### config.mk
export PLATFORM = sky130hd
export DESIGN_NAME = pces_error_encoder
export DESIGN_NICKNAME = d
export VERILOG_FILES = /design/src/pces_pkg.sv /design/src/pces_error_encoder.sv
export SDC_FILE = /design/constraint.sdc
export NUM_CORES = 1
export LEC_CHECK = 0
export BUFFER_PORTS_ARGS = -buffer_cell sky130_fd_sc_hd__buf_2
export CELL_PAD_IN_SITES_DETAIL_PLACEMENT = 0
export CELL_PAD_IN_SITES_GLOBAL_PLACEMENT = 1
export CORE_ASPECT_RATIO = 0.7
export CORE_MARGIN = 1
export CORE_UTILIZATION = 40
export DETAILED_ROUTE_END_ITERATION = 8
export HOLD_SLACK_MARGIN = 0.02
export PLACE_DENSITY_LB_ADDON = 0.1
export SLEW_MARGIN = 0
export SYNTH_ARGS = -nofsm -noshare
export SYNTH_HDL_FRONTEND = slang
export SYNTH_SLANG_ARGS = --single-unit
export TNS_END_PERCENT = 5
### constraint.sdc
create_clock -name clk_sys -period 3.35 [get_ports clk_sys]
set_input_delay 1.005 -clock clk_sys [delete_from_list [all_inputs] [get_ports clk_sys]]
set_output_delay 1.005 -clock clk_sys [all_outputs]
set_load 0.01 [all_outputs]
### src/pces_pkg.sv
package pces_pkg;
    // Wishbone word offsets (byte addresses)
    localparam logic [7:0]  STATUS_LO_OFS     = 8'h00;
    localparam logic [7:0]  STATUS_HI_OFS     = 8'h04;
    localparam logic [7:0]  CTRL_OFS          = 8'h08;
    localparam logic [7:0]  INJECT_OFS        = 8'h0C;
    // Status field positions
    localparam int          COMPOUND_LSB      = 0;
    localparam int          UCFAULT_LSB       = 16;
    localparam int          FSMFAULT_LSB      = 20;
    localparam int          VALID_BIT         = 63;
    localparam int          OVER_BIT          = 62;
    // Compound codes
    localparam logic [15:0] CODE_PCU_HW       = 16'h0402;
    localparam logic [15:0] CODE_FW_INTERNAL  = 16'h0406;
    // Microcontroller fault codes
    localparam logic [3:0]  UC_NONE           = 4'h0;
    localparam logic [3:0]  UC_IADDR_RANGE    = 4'h1;
    localparam logic [3:0]  UC_IFETCH_DBE     = 4'h2;
    localparam logic [3:0]  UC_BAD_OPCODE     = 4'h3;
    localparam logic [3:0]  UC_STACK_UNDER    = 4'h4;
    localparam logic [3:0]  UC_STACK_OVER     = 4'h5;
    localparam logic [3:0]  UC_DADDR_RANGE    = 4'h6;
    localparam logic [3:0]  UC_DFETCH_DBE     = 4'h7;
    // State-machine fault codes
    localparam logic [3:0]  FSM_NONE          = 4'h0;
    localparam logic [3:0]  FSM_RESP_TIMEOUT  = 4'h4;
    localparam logic [3:0]  FSM_SMBUS_SMI     = 4'h5;
    localparam logic [3:0]  FSM_BAD_TXN       = 4'h9;
    localparam logic [63:0] STATUS_RESET      = 64'h0;
    localparam logic [31:0] CTRL_RESET        = 32'h0000_0001;
endpackage

### src/pces_error_encoder.sv
`timescale 1ns/1ps
`default_nettype none
// Operation
// [RL1] Power-control errors log into their own status bank, apart from memory banks.
// [RL2] Bits 15:0 take 0402H for hardware errors, 0406H for firmware errors.
// [RL3] Bits 19:16 record one of seven microcontroller faults; others reserved.
// [RL4] Microcontroller codes 01H, 02H, 03H: bad fetch address, fetch RAM DBE, opcode.
// [RL5] Microcontroller codes 04H, 05H, 06H: stack under, stack over, data address.
// [RL6] Microcontroller code 07H marks a double-bit RAM error on data fetch.
// [RL7] Bits 23:20 record one of three state-machine faults; others reserved.
// [RL8] State-machine codes 04H timeout, 05H SMBus interrupt, 09H bad transaction.
// [RL9] Any fault field with no applicable fault is written as zero.
module pces_error_encoder
    import pces_pkg::*;
(
    input  wire logic        clk_sys,
    input  wire logic        nrst,
    // Error sources: one-cycle pulses, same clock
    input  wire logic [6:0]  ucFaultPulse,
    input  wire logic [2:0]  fsmFaultPulse,
    input  wire logic        fwErrorPulse,
    // Classic Wishbone slave
    input  wire logic        wb_cyc_i,
    input  wire logic        wb_stb_i,
    input  wire logic        wb_we_i,
    input  wire logic [7:0]  wb_adr_i,
    input  wire logic [31:0] wb_dat_i,
    input  wire logic [3:0]  wb_sel_i,
    output logic      [31:0] wb_dat_o,
    output logic             wb_ack_o,
    output logic             wb_err_o,
    output logic             errorValid
);

    // ------------------------------------------------------------
    // Reset release
    // ------------------------------------------------------------
    logic rstSync1_q;
    logic rstSync2_q;
    logic rstN;

    always_ff @(posedge clk_sys or negedge nrst) begin
        if (!nrst) begin
            rstSync1_q <= 1'b0;
            rstSync2_q <= 1'b0;
        end else begin
            rstSync1_q <= 1'b1;
            rstSync2_q <= rstSync1_q;
        end
    end
    assign rstN = rstSync2_q;

    // ------------------------------------------------------------
    // Fault encoding
    // ------------------------------------------------------------
    // Lowest-numbered source wins when several fire in one cycle
    function automatic logic [3:0] ucCode(input logic [6:0] v);
        logic [3:0] c;
        c = UC_NONE;
        if (v[0]) c = UC_IADDR_RANGE;                // RL4
        else if (v[1]) c = UC_IFETCH_DBE;            // RL4
        else if (v[2]) c = UC_BAD_OPCODE;            // RL4
        else if (v[3]) c = UC_STACK_UNDER;           // RL5
        else if (v[4]) c = UC_STACK_OVER;            // RL5
        else if (v[5]) c = UC_DADDR_RANGE;           // RL5
        else if (v[6]) c = UC_DFETCH_DBE;            // RL6
        return c;
    endfunction

    function automatic logic [3:0] fsmCode(input logic [2:0] v);
        logic [3:0] c;
        c = FSM_NONE;
        if (v[0]) c = FSM_RESP_TIMEOUT;              // RL8
        else if (v[1]) c = FSM_SMBUS_SMI;            // RL8
        else if (v[2]) c = FSM_BAD_TXN;              // RL8
        return c;
    endfunction

    logic        hwEvent;
    logic        anyEvent;
    logic [63:0] newStatus;

    always_comb begin
        hwEvent  = (|ucFaultPulse) || (|fsmFaultPulse);
        anyEvent = hwEvent || fwErrorPulse;
        newStatus = 64'h0;                                          // RL9
        newStatus[COMPOUND_LSB +: 16] =
            hwEvent ? CODE_PCU_HW : CODE_FW_INTERNAL;               // RL2
        newStatus[UCFAULT_LSB +: 4]  = ucCode(ucFaultPulse);        // RL3
        newStatus[FSMFAULT_LSB +: 4] = fsmCode(fsmFaultPulse);      // RL7
        newStatus[VALID_BIT] = 1'b1;
    end

    // ------------------------------------------------------------
    // Status bank and bus
    // ------------------------------------------------------------
    logic [63:0] status_q;
    logic [63:0] status_d;
    logic [31:0] ctrl_q;
    logic [31:0] ctrl_d;
    logic [31:0] rdata_q;
    logic [31:0] rdata_d;
    logic        ack_q;
    logic        ack_d;
    logic        err_q;
    logic        err_d;
    logic        req;
    logic        wrLo;
    logic        mapped;
    logic        logEn;

    assign req   = wb_cyc_i && wb_stb_i && !ack_q && !err_q;
    assign logEn = ctrl_q[0];

    function automatic logic [31:0] mergeBytes(input logic [31:0] old,
                                               input logic [31:0] nw,
                                               input logic [3:0]  sel);
        logic [31:0] r;
        r = old;
        for (int i = 0; i < 4; i++) begin
            if (sel[i]) r[8*i +: 8] = nw[8*i +: 8];
        end
        return r;
    endfunction

    always_comb begin
        status_d = status_q;
        ctrl_d   = ctrl_q;
        rdata_d  = rdata_q;
        ack_d    = 1'b0;
        err_d    = 1'b0;
        mapped   = (wb_adr_i == STATUS_LO_OFS) || (wb_adr_i == STATUS_HI_OFS)
                || (wb_adr_i == CTRL_OFS) || (wb_adr_i == INJECT_OFS);
        wrLo     = 1'b0;
        if (req) begin
            ack_d = mapped;
            err_d = !mapped;
            if (!wb_we_i) begin
                unique case (wb_adr_i)
                    STATUS_LO_OFS: rdata_d = status_q[31:0];
                    STATUS_HI_OFS: rdata_d = status_q[63:32];
                    CTRL_OFS:      rdata_d = ctrl_q;
                    default:       rdata_d = 32'h0;
                endcase
            end else begin
                unique case (wb_adr_i)
                    // Any write to the upper word clears the logged entry
                    STATUS_HI_OFS: wrLo = 1'b1;
                    CTRL_OFS: begin
                        ctrl_d = mergeBytes(ctrl_q, wb_dat_i, wb_sel_i);
                        ctrl_d[31:1] = 31'h0;
                    end
                    default: ;
                endcase
            end
        end
        if (wrLo) status_d = STATUS_RESET;
        // New event wins over a same-cycle clear; first error is kept
        if (anyEvent && logEn) begin                                // RL1
            if (!status_q[VALID_BIT] || wrLo) status_d = newStatus;
            else status_d[OVER_BIT] = 1'b1;
        end
    end

    always_ff @(posedge clk_sys or negedge rstN) begin
        if (!rstN) begin
            status_q <= STATUS_RESET;
            ctrl_q   <= CTRL_RESET;
            rdata_q  <= 32'h0;
            ack_q    <= 1'b0;
            err_q    <= 1'b0;
        end else begin
            status_q <= status_d;
            ctrl_q   <= ctrl_d;
            rdata_q  <= rdata_d;
            ack_q    <= ack_d;
            err_q    <= err_d;
        end
    end

    assign wb_dat_o   = rdata_q;
    assign wb_ack_o   = ack_q;
    assign wb_err_o   = err_q;
    assign errorValid = status_q[VALID_BIT];

endmodule
`default_nettype wire

==> impl_metrics.json <==
{
  "maxSlewViolCount": 0,
  "ys_ff_latch": 101,
  "p_per_area_nw_per_um2": 523.5,
  "timing.final.crit_share_pct": 71.83,
  "hold_path.class": "register to async pin",
  "fmax_mhz": 415.6,
  "drcViolationCount": 0,
  "crit_path_end_kind": "register",
  "rsz0062_at_grt": "false",
  "layout.nets": 445,
  "antenna_found_initial": 0,
  "crit_type": "input pin to register",
  "power.switching_w": 0.0005193,
  "fin_area_sq_um": 4708,
  "tns_ps": 0,
  "wl_met1_microns": 3699,
  "drive_above_1_share_pct": 23.85,
  "place_area_sq_um": 4382,
  "topRoutingLayerUsed": "met4",
  "clk_pin_slew_ps": 70,
  "place.gp.congestion": 0.6457,
  "ys_warn_count": 0,
  "switching_share_pct": 21.07,
  "htreeDepth": 3,
  "relSlewSlack_pct": 59.36,
  "crit_fanout": 4,
  "num-fill-cells": 857,
  "postCtsHoldBufs": 0,
  "area_growth_pct": 19.84,
  "synth_edf_count": 0,
  "p_leak_nw": 2.401,
  "die_area_sq_um": 10230,
  "clkPwrFrac_pct": 45.3,
  "cts_buffers": 9,
  "yosysUniqueCellTypes": 34,
  "tightest_slew_ps": 609.7,
  "start_util_pct": 42.30,
  "overflow": 0,
  "worstPathArrival_ps": 2630,
  "cts_tree": "built",
  "num_antenna_cells": 0,
  "core-area_sq_um": 9289,
  "via_count": 2489,
  "die_w_microns": 120.5,
  "synth_ff_type": "dfrtp_1",
  "portBuffers": 60,
  "worstPathRequired_ps": 3580,
  "root_buffer": "clkbuf_16",
  "grt_pass1_vias": 2523,
  "dr_wl_met2_microns": 3476,
  "setup_viol": 0,
  "wl_microns": 7622,
  "internal_power_w": 0.001946,
  "worst-r2r-setup-slack_ps": 1390,
  "dr_wl_met3_microns": 361,
  "dieHeight_microns": 84.92,
  "hold_violations": 0,
  "cts_setup_buffers": 0,
  "startpoint_type": "input pin",
  "first_pass_iters": 4,
  "clock_sinks": 101,
  "power_frac_comb_pct": 3.9,
  "outcome": "finished clean",
  "ir_drop_uv": 272.7,
  "yosysSeqAreaShare_pct": 64.36,
  "synth_area_per_cell_sq_um": 12.09,
  "io-pin-count": 95,
  "drt_iter0_drc": 97,
  "grt_usage_pct": 16.75,
  "fin_skew_ps": 8.966,
  "drt-vias-per-instance": 4.842,
  "hpwl_microns": 4710,
  "clock_latency_ps": 340,
  "post_cts_resized": 0,
  "async_reset_ff_share_pct": 100.0,
  "synth_area_sq_um": 3929,
  "grt_first_pass_wirelength_microns": 12930,
  "drt.antenna.violating_nets": 0,
  "rows": 29,
  "clockBufferDepth": 2,
  "grt_max_degree": 49,
  "syn_inst": 325,
  "avgRoutedWirePerCell_microns": 14.83,
  "share_seq_of_total_power_pct": 50.8,
  "cap_violations": 0,
  "layout_min_cycle_time_ps": 2406,
  "synth_nets": 385
}
-- through the flow --
stage	setup WS, ps	util (%)	std cells	hold WS, ps	total power (W)
floorplan	330.0	-	325	331.2	0.001326
global placement	531.4	47.17	498	337.5	0.001373
detailed placement	530.7	47.17	498	337.2	0.001375
CTS	884.4	50.69	514	351.5	0.002502
global route	735.8	50.69	514	369.1	0.002563
finish	943.7	50.69	514	345.0	0.002465
-- worst max-delay path, stage by stage --
cell and delay, ps:
buf_2 110, nor4_1 550, nand4b_1 220, o21ai_1 340
a21oi_1 120, a32o_1 280
-- power groups by stage --
stage | sequential (W) | combinational [W] | clock, W
detailed placement | 0.00128 | 0.0000980 | 0
floorplan | 0.00128 | 0.0000454 | 0
finish | 0.00125 | 0.0000960 | 0.00112
CTS | 0.00125 | 0.0000982 | 0.00115
global placement | 0.00128 | 0.0000968 | 0
global route | 0.00126 | 0.000108 | 0.00120
-- state kept, by name, indices dropped and copies added, names as in the netlist --
register,cells
ctrl_q,1
rstN,1
rstSync1_q,1
status_q,64
wb_ack_o,1
wb_dat_o,32
wb_err_o,1
-- cell type report --
type / instances / area [sq um] / share of cell area (%)
flip-flops and latches: 101 / 2532 / 53.79
repair buffers: 66 / 345.3 / 7.335
clock buffers: 11 / 242.7 / 5.155
inverters: 3 / 11.26 / 0.2392
well taps: 124 / 155.1 / 3.295
multi-input cells: 204 / 1338 / 28.41
clock inverters: 5 / 83.83 / 1.780
-- cells in the final DEF, fill, tap and decap left out, types with 2 or more instances in the layout --
master / instances
dfrtp_1: 99
buf_2: 60
and2_1: 53
nand2_1: 44
o21ai_0: 34
mux2i_1: 33
clkbuf_16: 9
nor2_1: 6
buf_4: 6
a21oi_1: 4
nor3_1: 3
inv_1: 3
nor2b_1: 2
nor4_1: 2
o21ai_1: 2
o31ai_2: 2
a22o_1: 2
bufinv_16: 2
clkinvlp_4: 2
-- routing by layer --
| metal | vias to the layer above | global-route usage, % |
|---|---|---|
| met5 | - | 0 |
| met4 | 0 | 5.387 |
| met3 | 9 | 5.578 |
| met2 | 46 | 26.07 |
| met1 | 1229 | 22.21 |
| li1 | 1205 | - |
-- path summary, 6_finish.rpt --
kind                                       from                        to  cells past startpoint
max in group asynchronous        rstN$_DFF_PN0_    status_q[40]$_DFF_PN0_                      1
min                              rstN$_DFF_PN0_  status_q[62]$_DFFE_PN0P_                      0
min in group clk_sys       rstSync1_q$_DFF_PN0_            rstN$_DFF_PN0_                      0
max                             ucFaultPulse[3]    status_q[23]$_DFF_PN0_                      6
max reg2reg                  wb_err_o$_DFF_PN0_    status_q[17]$_DFF_PN0_                      5
min reg2reg                      rstN$_DFF_PN0_  status_q[62]$_DFFE_PN0P_                      0
-- cell families after synthesis --
family,synth area share (%)
AOI/OAI and AO/OA,7.548
buffers and inverters,1.974
DFF,64.36
muxes,8.694
other,0.09545
and+or+nand+nor,17.32
-- cells in the mapped netlist, types with 2 or more instances --
library cell | n | area [sq um]
a21oi_1 | 4 | 20.02
a22o_1 | 2 | 17.52
a31oi_1 | 2 | 12.51
and2_1 | 53 | 331.6
clkbuf_1 | 15 | 56.30
dfrtp_1 | 100 | 2502
inv_1 | 3 | 11.26
mux2i_1 | 33 | 330.3
nand2_1 | 44 | 165.2
nor2_1 | 6 | 22.52
nor2b_1 | 2 | 12.51
nor3_1 | 3 | 15.01
nor4_1 | 2 | 12.51
o21ai_0 | 34 | 170.2
o21ai_1 | 2 | 10.01
o31ai_2 | 2 | 25.02
Note: power is estimated with default switching activity, not from simulation.
